### src/rtl/xstack_cfg.svh
// Encodings, field positions and special addresses of the extended stack instructions
`ifndef XSTACK_CFG_SVH
`define XSTACK_CFG_SVH
`define OPW_MOVE_HI      8'hEB
`define OPW_SUB_HI       8'hE9
`define OPW_PUSH_HI      8'hFA
`define OPW_CALL_THROUGH_WORKING_REG        16'h0014
`define OPW_SECOND_HI    4'hF
`define SEL_FRAME        2'h3
`define SEL_SW_FRAME     2'h2
`define ADDR_PC_LOW      12'hFF9
`define ADDR_TOS_LOW     12'hFFD
`define ADDR_TOS_HIGH    12'hFFE
`define ADDR_TOS_UPPER   12'hFFF
`define ADDR_INDF_MASK   12'hFF8
`define ADDR_INDF_BASE   12'hFE8
`define ADDR_INDF_ALT    12'hFE0
`define ADDR_INDF_ALT2   12'hFD8
`define ZERO_BYTE        8'h00
`define ZERO_ADDR        12'h000
`define ONE_ADDR         12'h001
`define PC_STEP          21'h000002
`endif

### src/rtl/xstack_pkg.sv
// Types shared by the extended stack instruction block
package xstack_pkg;
    typedef enum logic [1:0] {
        ST_IDLE     = 2'b00,
        ST_MOVE_F   = 2'b01,
        ST_MOVE_S   = 2'b10,
        ST_RET_WAIT = 2'b11
    } exec_state_e;
    typedef logic [11:0] daddr_t;
endpackage

### src/rtl/addr_calc_if.sv
// Address calculation interface between executor and address unit
`timescale 1ns/1ps
interface addr_calc_if;
    logic [11:0] base;
    logic [6:0]  offset;
    logic [11:0] sum;
    logic        is_indirect;
    logic        is_protected;
    modport user (output base, output offset, input sum, input is_indirect, input is_protected);
    modport unit (input base, input offset, output sum, output is_indirect, output is_protected);
endinterface

### src/rtl/addr_calc.sv
// Frame-relative address adder with special-register classification
`timescale 1ns/1ps
`include "xstack_cfg.svh"
module addr_calc (
    addr_calc_if.unit a
);
    // Wrapping sum, no carry kept
    assign a.sum = 12'(a.base + {5'h00, a.offset});
    // Indirect-access registers sit at three 8-byte groups
    assign a.is_indirect = ((a.sum & `ADDR_INDF_MASK) == `ADDR_INDF_BASE)
                         | ((a.sum & `ADDR_INDF_MASK) == `ADDR_INDF_ALT)
                         | ((a.sum & `ADDR_INDF_MASK) == `ADDR_INDF_ALT2);
    // Program counter low and stack top bytes
    assign a.is_protected = (a.sum == `ADDR_PC_LOW) | (a.sum == `ADDR_TOS_LOW)
                          | (a.sum == `ADDR_TOS_HIGH) | (a.sum == `ADDR_TOS_UPPER);
endmodule

### src/rtl/extended_stack_instr_exec.sv
// Executor for the extended software-stack instructions
// How it works
// - Move-to-file source is frame pointer plus 7-bit offset.
// - Move-to-file destination is the 12-bit literal of word two.
// - Move-to-file decodes as EB with bit 7 clear.
// - Indexed-to-indexed source and destination both frame pointer plus offset.
// - Second word of indexed-to-indexed starts with 1111.
// - Program counter low and stack top bytes never written by indexed moves.
// - Source in an indirect register reads as zero.
// - Destination in an indirect register makes an indexed-to-indexed move a no-operation; move-to-file still writes it.
// - Push literal writes at frame pointer then decrements it; one cycle.
// - Subtract from pointer takes 6-bit literal off selected pointer 0..2.
// - Select 11 subtracts from frame pointer and returns from stack top.
// - Subtract-and-return takes two cycles, second a no-operation.
// - None of these instructions changes arithmetic status flags.
// - Call through working reg pushes next address, loads pc from latches.
// - Extended instructions decode only when the enable bit is set.
`timescale 1ns/1ps
`include "xstack_cfg.svh"
module extended_stack_instr_exec #(
    parameter int AW = 12
) (
    // Clock and reset
    input  wire logic          i_clock,
    input  wire logic          i_resetn,
    // Configuration
    input  wire logic          i_extended_set_enable,
    // Fetch and decode
    input  wire logic          i_instr_valid,
    input  wire logic [15:0]   i_instr,
    input  wire logic [20:0]   i_pc,
    input  wire logic [7:0]    i_working_register,
    input  wire logic [7:0]    i_program_counter_high_latch,
    input  wire logic [7:0]    i_program_counter_upper_latch,
    input  wire logic [20:0]   i_return_stack_top,
    input  wire logic [7:0]    i_mem_rdata,
    output logic               o_claimed,
    output logic               o_busy,
    // Data memory
    output logic [AW-1:0]      o_mem_raddr,
    output logic               o_mem_rd,
    output logic [AW-1:0]      o_mem_waddr,
    output logic [7:0]         o_mem_wdata,
    output logic               o_mem_we,
    // Pointers
    output logic [AW-1:0]      o_pointer0,
    output logic [AW-1:0]      o_pointer1,
    output logic [AW-1:0]      o_software_frame_pointer,
    // Program counter and return stack
    output logic [20:0]        o_pc_load_value,
    output logic               o_pc_load,
    output logic [20:0]        o_stack_push_value,
    output logic               o_stack_push,
    output logic               o_stack_pop,
    output logic               o_status_write
);
    xstack_pkg::exec_state_e state_r;
    xstack_pkg::exec_state_e state_nxt;
    logic [AW-1:0] ptr_r [3];
    logic [7:0]    hold_r;
    logic          hold_zero_r;
    logic [6:0]    dst_off;
    logic          is_move, is_move_f, is_push, is_sub, is_call_through_working_reg, is_second;
    logic [1:0]    sel;
    addr_calc_if   src_if ();
    addr_calc_if   dst_if ();

    addr_calc u_src (.a(src_if));
    addr_calc u_dst (.a(dst_if));

    // Wrapping 12-bit subtract, no borrow
    function automatic logic [AW-1:0] sub_wrap(input logic [AW-1:0] v, input logic [AW-1:0] k);
        sub_wrap = AW'(v - k);
    endfunction

    // ------------------------------------------------------------
    // Decode
    // ------------------------------------------------------------
    assign is_move   = i_extended_set_enable && i_instr[15:8] == `OPW_MOVE_HI;
    assign is_move_f = is_move && !i_instr[7];
    assign is_push   = i_extended_set_enable && i_instr[15:8] == `OPW_PUSH_HI;
    assign is_sub    = i_extended_set_enable && i_instr[15:8] == `OPW_SUB_HI;
    assign is_call_through_working_reg  = i_extended_set_enable && i_instr == `OPW_CALL_THROUGH_WORKING_REG;
    assign is_second = i_instr[15:12] == `OPW_SECOND_HI;
    assign sel       = i_instr[7:6];
    assign dst_off   = i_instr[6:0];

    // Source from frame pointer plus offset of first word
    assign src_if.base   = ptr_r[`SEL_SW_FRAME];
    assign src_if.offset = i_instr[6:0];
    assign dst_if.base   = ptr_r[`SEL_SW_FRAME];
    assign dst_if.offset = dst_off;

    // Next state
    always_comb begin
        state_nxt = xstack_pkg::ST_IDLE;
        case (state_r)
            xstack_pkg::ST_IDLE: begin
                if (i_instr_valid && is_move) begin
                    state_nxt = is_move_f ? xstack_pkg::ST_MOVE_F : xstack_pkg::ST_MOVE_S;
                end else if (i_instr_valid && is_sub && sel == `SEL_FRAME) begin
                    state_nxt = xstack_pkg::ST_RET_WAIT;
                end
            end
            xstack_pkg::ST_MOVE_F,
            xstack_pkg::ST_MOVE_S,
            xstack_pkg::ST_RET_WAIT: begin
                if (!i_instr_valid) begin
                    state_nxt = state_r;
                end
            end
            default: state_nxt = xstack_pkg::ST_IDLE;
        endcase
    end

    // ------------------------------------------------------------
    // State register
    // ------------------------------------------------------------
    always_ff @(posedge i_clock or negedge i_resetn) begin
        if (!i_resetn) begin
            state_r <= xstack_pkg::ST_IDLE;
        end else begin
            state_r <= state_nxt;
        end
    end

    // Indirect-source zero flag captured in the first cycle
    always_ff @(posedge i_clock or negedge i_resetn) begin
        if (!i_resetn) begin
            hold_zero_r <= 1'b0;
        end else if (state_r == xstack_pkg::ST_IDLE && i_instr_valid && is_move) begin
            hold_zero_r <= src_if.is_indirect;
        end
    end
    always_ff @(posedge i_clock or negedge i_resetn) begin
        if (!i_resetn) begin
            o_mem_raddr <= `ZERO_ADDR;
            o_mem_rd    <= 1'b0;
        end else begin
            // Address held through a stalled second word so the read data stays put
            if (state_r == xstack_pkg::ST_IDLE && i_instr_valid && is_move) begin
                o_mem_raddr <= src_if.sum;
            end
            o_mem_rd    <= state_r == xstack_pkg::ST_IDLE && i_instr_valid && is_move
                           && !src_if.is_indirect;
        end
    end
    // Memory data is used in the same cycle as the read strobe
    always_comb begin
        hold_r = hold_zero_r ? `ZERO_BYTE : i_mem_rdata;
    end

    // ------------------------------------------------------------
    // Pointers
    // ------------------------------------------------------------
    always_ff @(posedge i_clock or negedge i_resetn) begin
        if (!i_resetn) begin
            for (int i = 0; i < 3; i++) begin
                ptr_r[i] <= `ZERO_ADDR;
            end
        end else if (state_r == xstack_pkg::ST_IDLE && i_instr_valid) begin
            if (is_push) begin
                ptr_r[`SEL_SW_FRAME] <= sub_wrap(ptr_r[`SEL_SW_FRAME], `ONE_ADDR);
            end else if (is_sub && sel == `SEL_FRAME) begin
                ptr_r[`SEL_SW_FRAME] <= sub_wrap(ptr_r[`SEL_SW_FRAME], {6'h00, i_instr[5:0]});
            end else if (is_sub) begin
                ptr_r[sel] <= sub_wrap(ptr_r[sel], {6'h00, i_instr[5:0]});
            end
        end
    end
    always_comb begin
        o_pointer0               = ptr_r[0];
        o_pointer1               = ptr_r[1];
        o_software_frame_pointer = ptr_r[`SEL_SW_FRAME];
    end

    // ------------------------------------------------------------
    // Memory write
    // ------------------------------------------------------------
    always_ff @(posedge i_clock or negedge i_resetn) begin
        if (!i_resetn) begin
            o_mem_we    <= 1'b0;
            o_mem_waddr <= `ZERO_ADDR;
            o_mem_wdata <= `ZERO_BYTE;
        end else begin
            o_mem_we <= 1'b0;
            if (state_r == xstack_pkg::ST_IDLE && i_instr_valid && is_push) begin
                o_mem_we    <= 1'b1;
                o_mem_waddr <= ptr_r[`SEL_SW_FRAME];
                o_mem_wdata <= i_instr[7:0];
            end else if (state_r == xstack_pkg::ST_MOVE_F && i_instr_valid) begin
                o_mem_waddr <= i_instr[11:0];
                o_mem_wdata <= hold_r;
                o_mem_we    <= !(i_instr[11:0] == `ADDR_PC_LOW || i_instr[11:0] == `ADDR_TOS_LOW
                               || i_instr[11:0] == `ADDR_TOS_HIGH
                               || i_instr[11:0] == `ADDR_TOS_UPPER);
            end else if (state_r == xstack_pkg::ST_MOVE_S && i_instr_valid) begin
                o_mem_waddr <= dst_if.sum;
                o_mem_wdata <= hold_r;
                o_mem_we    <= is_second && !dst_if.is_indirect && !dst_if.is_protected;
            end
        end
    end

    // ------------------------------------------------------------
    // Program counter, return stack, claim
    // ------------------------------------------------------------
    always_ff @(posedge i_clock or negedge i_resetn) begin
        if (!i_resetn) begin
            o_pc_load          <= 1'b0;
            o_pc_load_value    <= 21'h000000;
            o_stack_push       <= 1'b0;
            o_stack_push_value <= 21'h000000;
            o_stack_pop        <= 1'b0;
            o_claimed          <= 1'b0;
            o_busy             <= 1'b0;
            o_status_write     <= 1'b0;
        end else begin
            o_pc_load      <= 1'b0;
            o_stack_push   <= 1'b0;
            o_stack_pop    <= 1'b0;
            o_status_write <= 1'b0;
            o_busy         <= state_nxt != xstack_pkg::ST_IDLE;
            o_claimed      <= i_instr_valid && (state_r != xstack_pkg::ST_IDLE
                              || is_move || is_push || is_sub || is_call_through_working_reg);
            if (state_r == xstack_pkg::ST_IDLE && i_instr_valid) begin
                if (is_sub && sel == `SEL_FRAME) begin
                    o_pc_load       <= 1'b1;
                    o_pc_load_value <= i_return_stack_top;
                    o_stack_pop     <= 1'b1;
                end else if (is_call_through_working_reg) begin
                    o_stack_push       <= 1'b1;
                    o_stack_push_value <= 21'(i_pc + `PC_STEP);
                    o_pc_load          <= 1'b1;
                    o_pc_load_value    <= {i_program_counter_upper_latch[4:0],
                                           i_program_counter_high_latch, i_working_register};
                end
            end
        end
    end
endmodule

### config.mk
export PLATFORM = sky130hd
export DESIGN_NAME = extended_stack_instr_exec
export DESIGN_NICKNAME = d
export VERILOG_FILES = /design/src/rtl/xstack_pkg.sv /design/src/rtl/addr_calc_if.sv /design/src/rtl/addr_calc.sv /design/src/rtl/extended_stack_instr_exec.sv
export VERILOG_INCLUDE_DIRS = /design/src /design/src/rtl
export SDC_FILE = /design/constraint.sdc
export NUM_CORES = 1
export LEC_CHECK = 0
export ABC_CLOCK_PERIOD_IN_PS = 3500
export BUFFER_PORTS_ARGS = -buffer_cell sky130_fd_sc_hd__buf_2
export CORE_MARGIN = 8
export CORE_UTILIZATION = 53
export DETAILED_ROUTE_END_ITERATION = 6
export GPL_TIMING_DRIVEN = 0
export PLACE_DENSITY = 0.81
export SYNTH_ARGS = -nofsm -noshare
export SYNTH_HDL_FRONTEND = slang
export SYNTH_SLANG_ARGS = --single-unit
### constraint.sdc
create_clock -name i_clock -period 3.5 [get_ports i_clock]
set_input_delay 0.35 -clock i_clock [delete_from_list [all_inputs] [get_ports i_clock]]
set_output_delay 0.35 -clock i_clock [all_outputs]
set_load 0.01 [all_outputs]
# [Word level (Yosys, flattened, before mapping)]
# Cells that the tools add are included.
[totals] ff_bits=120 input_bits=94 out_inout_bits=118 elab_cells=126
[op_classes] add_sub_neg=5 n_lt_le_gt_ge=2 eq_ne=20 mux=33 bitwise=8 n_reduce_logical=41
[ops] op="two-way mux 12 bit" n=9
[ops] op="equality test 12 bit, second input constant" n=8
[ops] op="two-way mux 21 bit" n=2
[ops] op="bitwise mux 36 bit" n=1
[ops] op="two-way mux 8 bit" n=4
[ops] op="equality test 9 bit, second input constant" n=3
[ops] op="binary-select mux 12 bit (select 2 bit)" n=1
[ops] op="demux 12 bit (select 2 bit)" n=1
[ops] op="equality test 8 bit, second input constant" n=3
[ops] op="subtractor 12 x 6 -> 12 bit" n=2
[ops] op="adder 21 x 2 -> 21 bit, second input constant" n=1
[ops] op="logical AND 1 bit" n=19
[ops] op="equality test 16 x 5 -> 1 bit, second input constant" n=1
[ops] op="adder 12 x 7 -> 12 bit" n=1
[ops] op="subtractor 12 x 1 -> 12 bit, second input constant" n=1
[ops] op="two-way mux 1 bit" n=10
[ops] op="two-way mux 2 bit" n=4
[ops] op="logical OR 1 bit" n=7
[ops] op="equality test 2 bit, second input constant" n=3
[ops] op="nonzero test 2 bit" n=3
[ops] op="nonzero test 3 bit" n=2
[ops] op="OR 1 bit" n=5
[ops] op="equality test 4 bit, second input constant" n=1
[ops] op="zero test 1 bit" n=4
[ops] op="11 further kinds" n=13

# [Depth between registers and ports, before layout]
[logic_depth] ltp_word=10 ltp_mapped=16 mapped_depth_nobuf=13

# [Cells and area by module]
# Synthesis repeated with hierarchy kept, for this count alone.
[unflattened] cells_unflattened=852 hier_area_um2=7623.6
[modules_own_cells] mod="extended_stack_instr_exec" n_inst=1 cells_per_inst=748 area_per_inst_um2=6777.8 seq_area_each_um2=3002.9
[modules_own_cells] mod="addr_calc at u_src" n_inst=1 cells_per_inst=53 area_per_inst_um2=435.4 seq_area_each_um2=0.0
[modules_own_cells] mod="addr_calc at u_dst" n_inst=1 cells_per_inst=51 area_per_inst_um2=410.4 seq_area_each_um2=0.0

# [Least setup slack after synthesis]
# No wires, ideal clock.
[synth_timing] path_type="input to register" start="input i_instr[7]" end="register ptr_r (netlist bit o_software_frame_pointer[10])" setup_ns=0.144 arrival_time_ns=3.283 t_required_ns=3.356 slack_ns=0.073 path_stages=16 path_buffers=3 path_cell_list="buf_2 > buf_1 > buf_1 > mux2i_1 > nor2_1 > a21oi_1 > ha_1 > inv_1 > fa_1 > a21o_1 > a21oi_1 > o21ai_0 > nor2_1 > xor2_1 > a221oi_1 > a211oi_1"
[synth_between] elab_chain_len=9 elab_cells_between_ends=18 classes_between="add/sub (1); order compare (2); eq/ne (1); mux (9); bitwise (1); reduce/logical (4)"
[synth_rtl] item="from (decl)" line_no="extended_stack_instr_exec.sv:30" source="input wire logic [15:0] i_instr,"
[synth_rtl] item="NOT 2 -> 3 bit (not written as such)" line_no="extended_stack_instr_exec.sv:167" source="ptr_r[sel] <= sub_wrap(ptr_r[sel], {6'h00, i_instr[5:0]});"
[synth_rtl] item="binary-select mux 12 bit (select 2 bit) (tied with other cells)" line_no="extended_stack_instr_exec.sv:167"
[synth_rtl] item="two-way mux 12 bit (not written as such) / logical AND 1 bit (equally long branches)" line_no="extended_stack_instr_exec.sv:167"
[synth_rtl] item="two-way mux 12 bit (not written as such)" line_no="extended_stack_instr_exec.sv:167"
[synth_rtl] item="subtractor 12 x 6 -> 12 bit / demux 12 bit (select 2 bit) (equally long branches)" line_no="extended_stack_instr_exec.sv:73, extended_stack_instr_exec.sv:167"
[synth_rtl] item="bitwise mux 36 bit" line_no="extended_stack_instr_exec.sv:167"
[synth_rtl] item="two-way mux 12 bit" line_no="extended_stack_instr_exec.sv:166" source="end else if (is_sub) begin"
[synth_rtl] item="two-way mux 12 bit" line_no="extended_stack_instr_exec.sv:164" source="end else if (is_sub && sel == `SEL_FRAME) begin"
[synth_rtl] item="two-way mux 12 bit" line_no="extended_stack_instr_exec.sv:162" source="if (is_push) begin"
[synth_rtl] item="to (signal, indexed assignment)" line_no="extended_stack_instr_exec.sv:163" source="ptr_r[`SEL_SW_FRAME] <= sub_wrap(ptr_r[`SEL_SW_FRAME], `ONE_ADDR);"
[synth_rtl] item="to (signal, indexed assignment)" line_no="extended_stack_instr_exec.sv:165" source="ptr_r[`SEL_SW_FRAME] <= sub_wrap(ptr_r[`SEL_SW_FRAME], {6'h00, i_instr[5:0]});"
[synth_rtl] item="to (signal, indexed assignment)" line_no="extended_stack_instr_exec.sv:167"
[synth_rtl] item="to (decl)" line_no="extended_stack_instr_exec.sv:59" source="logic [AW-1:0] ptr_r [3];"
# Several ways; a longest one is shown, not always the timed one. The select of a mux whose other input is x is not followed.
# A chain may end at the register's enable or synchronous reset.

# [Worst setup path in the final report]
# Ends and elaborated chain as after synthesis.

==> parameters.txt <==
Parameter                              Value

Route
  Wire length reported by the detailed router    23100 µm
  DRC    0
  Number of vias per cell    5.87
  Residual antenna-violating net count after detailed routing    0
  Detailed-router iteration count before antenna repair    5
  Detailed-route via count    7188
  Routed length per instance    18.8 µm
  Starting DRT DRC Count    643

Pwr
  Clock network fraction of total power    44.6%
  Internal power consumption    2710 µW
  Proportion of power drawn by combinational gates    16.3%
  Leak Pwr    0.00454 µW
  Max IR drop VDD    282 µV
  Net Sw Frac    28.6%
  Share of power burned in registers    39.2%
  Net switching power figure    1090 µW
  Ratio of total power to cell area    413 nW/µm²

Place
  Cell area after placement    8610 µm²
  Number of instances in the placed design    1192
  Final HPWL DP    17500 µm
  Setup WS pre-CTS    -0.662 ns
  Buffers added on ports    205
  Last weighted congestion value of the routability-driven placer    0.950

Logic synthesis
  Share of flip-flops with an asynchronous set or reset after synthesis    100%
  Primary flip-flop cell chosen by synthesis mapping    sky130_fd_sc_hd__dfrtp_1
  Yosys cell types    66
  Count of mapped cells out of synthesis    806
  Yosys reg bits    120
  Mapped Area    7330 µm²
  Sequential share of the synthesized area    41.0%
  Syn avg cell area    9.09 µm²
  Number of enable flip-flop cells after synthesis    0
  YS warnings    0
  Syn Nets    925

Die
  Vertical die dimension    134 µm
  Die Width    134 µm
  Die area    17800 µm²
  Top Ports    212
  Rows    43
  Core area    13700 µm²
  Starting density of the core    53.6%

Clocking
  Num Clock Sinks    120
  CTS tree    yes
  Worst skew pair latency    0.43 ns
  Number of H-tree levels    4
  Clk buf depth    2
  Clock root buffer master    sky130_fd_sc_hd__clkbuf_16
  Clock transition at the register clock pins on the worst setup and hold paths after CTS    0.06 ns
  Number of CTS-inserted buffers    17

Worst setup path
  Crit path kind    in2reg
  CP arrival    3.57 ns
  Required time of the critical path    3.84 ns
  Worst Reg-to-Reg Cells    10
  Critical path launch point type    input pin
  CP Capture Type    flop
  Maximum fanout along the worst path    17

Flow run
  Total of max-cap violations    0

Min path
  Class of the tightest hold or removal check    in2reg
  Number of cells on the worst hold path    2

GRT
  Overall track demand over capacity in global routing    25.7%
  Wire length of the first global-routing pass    36800 µm
  Largest net degree at the start of global routing    72
  Overflow left after global routing    0
  Vias in the first global route    7138
  Antenna violations before repair    0

Timing
  Highest Clock Rate    309 MHz
  Final critical path time including I/O delays and setup    3.24 ns
  Setup repair after global routing missed its margin    no
  Worst slew pin tran    0.941 ns
  Sum Neg Setup Slack    0 ns
  Count of endpoints failing setup in the final report    0
  Ratio of final minimum period to clock period    92.5%
  Final hold violation count    0
  Number of slew-limit violations in the final report    0
  Min setup slack post-route    0.264 ns
  Largest clock skew in the final design    0.00670 ns
  Slew Limit Headroom    36.7%

Finish
  Layout-stage area growth over the synthesis result    25.5%
  Post-route insts no fill    1224
  Final #Nets    1150
  Area of all placed cells without fillers    9190 µm²
  Core utilization of the finished layout    67.3%
  Most common cell after layout, fill and taps aside    sky130_fd_sc_hd__buf_2
  Layout cells sized above 1    28.4%
  Commonest cells after routing, fill and taps aside    sky130_fd_sc_hd__buf_2, sky130_fd_sc_hd__dfrtp_1, sky130_fd_sc_hd__nor2_1
  Antenna Diode Count    0

Outcome
  Status    finished clean
==> critical path, stage by stage <==
cell and delay (ns):
sky130_fd_sc_hd__buf_2 0.32, sky130_fd_sc_hd__buf_2 0.38, sky130_fd_sc_hd__mux2i_1 0.22, sky130_fd_sc_hd__nor2_1 0.05, sky130_fd_sc_hd__a21oi_1 0.14, sky130_fd_sc_hd__ha_1 0.18, sky130_fd_sc_hd__inv_1 0.06, sky130_fd_sc_hd__fa_1 0.39
sky130_fd_sc_hd__a21o_1 0.17, sky130_fd_sc_hd__a21oi_1 0.23, sky130_fd_sc_hd__o21ai_0 0.24, sky130_fd_sc_hd__nor2_1 0.19, sky130_fd_sc_hd__xor2_1 0.30, sky130_fd_sc_hd__a221oi_1 0.15, sky130_fd_sc_hd__a211oi_1 0.19
==> cell usage after synthesis (9+ instances only) <==
cell	n	area share [%]
sky130_fd_sc_hd__nand4_1	10	0.85
sky130_fd_sc_hd__nand2_1	76	3.9
sky130_fd_sc_hd__inv_1	20	1.0
sky130_fd_sc_hd__o21ai_0	66	4.5
sky130_fd_sc_hd__a211oi_1	18	1.8
sky130_fd_sc_hd__buf_2	10	0.68
sky130_fd_sc_hd__a21oi_1	65	4.4
sky130_fd_sc_hd__nor3_1	14	0.96
sky130_fd_sc_hd__nor2_1	78	4.0
sky130_fd_sc_hd__xor2_1	23	2.7
sky130_fd_sc_hd__nand2b_1	9	0.77
sky130_fd_sc_hd__dfrtp_1	120	41
sky130_fd_sc_hd__and3_1	10	0.85
sky130_fd_sc_hd__clkbuf_1	37	1.9
sky130_fd_sc_hd__mux2i_1	34	4.6
sky130_fd_sc_hd__mux2_2	26	4.0
sky130_fd_sc_hd__ha_1	22	3.8
sky130_fd_sc_hd__xnor2_1	22	2.6
sky130_fd_sc_hd__nand3_1	22	1.5
==> registers in the layout, summed over array words and instances, names as in the netlist <==
name,flops
o_pc_load_value,21
o_stack_push_value,21
o_mem_raddr,12
o_mem_waddr,12
o_pointer0,12
o_pointer1,12
o_software_frame_pointer,12
o_mem_wdata,8
state_r,2
hold_zero_r,1
o_busy,1
o_claimed,1
o_mem_rd,1
o_mem_we,1
o_pc_load,1
o_stack_pop,1
o_stack_push,1
==> area by class of cell <==
type,count,area [µm²]
fillers,1171,4470
repair buffers,207,1070
inverters,20,75.1
multi-input cells,612,4010
plain buffers,53,231
flip-flops and latches,120,3000
well taps,180,225
clock inverters,13,121
clock buffers,19,453
==> kinds of logic (layout without fill, tap and decap cells) <==
kind of cell    after synthesis  in the layout  share of synthesized area [%]
fa+ha+maj                    25             25                           4.58
other cells                   1              1                         0.0512
buf+inv                      74            312                           4.22
simple gates                267            267                           17.9
flops                       120            120                           41.0
mux                          61             61                           8.85
xor+xnor                     46             46                           5.60
compound gates              212            212                           17.8
==> metal layers <==
layer  vias up  share of wire (%)  global-route usage [%]
met2       383                 46                    39.2
met5         -                  0                       0
li1       3339                  -                       -
met1      3408                 41                    32.9
met3        58                9.9                    7.72
met4         0                3.0                    11.9
==> per-stage QoR <==
stage	hold slack (ns)	total power [µW]
finish	0.168	3800
global route	0.159	3950
global placement	0.455	2100
floorplan	0.0544	1860
detailed placement	0.327	2110
CTS	0.166	3800
==> timing repair <==
item | 4_1_cts | 5_1_grt
gates resized for setup | 1 | 0
endpoints found under the hold margin | 49 | 0
setup buffers | 0 | 0
setup endpoints to repair | 9 | 7
hold buffers | 1 | 0
==> final timing paths <==
check | from | endpoint | slack, ns
max | i_instr[7] | o_software_frame_pointer[10]$_DFFE_PN0P_ | 0.26
min | i_pc[0] | o_stack_push_value[0]$_DFFE_PN0P_ | 0.17
max reg2reg | o_software_frame_pointer[0]$_DFFE_PN0P_ | hold_zero_r$_DFFE_PN0P_ | 0.37
min reg2reg | o_pc_load_value[8]$_DFFE_PN0P_ | o_pc_load_value[8]$_DFFE_PN0P_ | 0.47
max in group asynchronous | i_resetn | o_software_frame_pointer[10]$_DFFE_PN0P_ | 2.35
min in group asynchronous | i_resetn | o_mem_wdata[5]$_DFFE_PN0P_ | 0.43
==> power by group through the flow <==
stage          combinational [µW]  clock, µW  sequential, µW
5_1_grt                       679       1780            1490
3_3_place_gp                  589          0            1510
4_1_cts                       612       1700            1490
3_5_place_dp                  603          0            1510
6_report                      618       1690            1490
2_1_floorplan                 336          0            1530
Power figures use the tool's default switching activity.
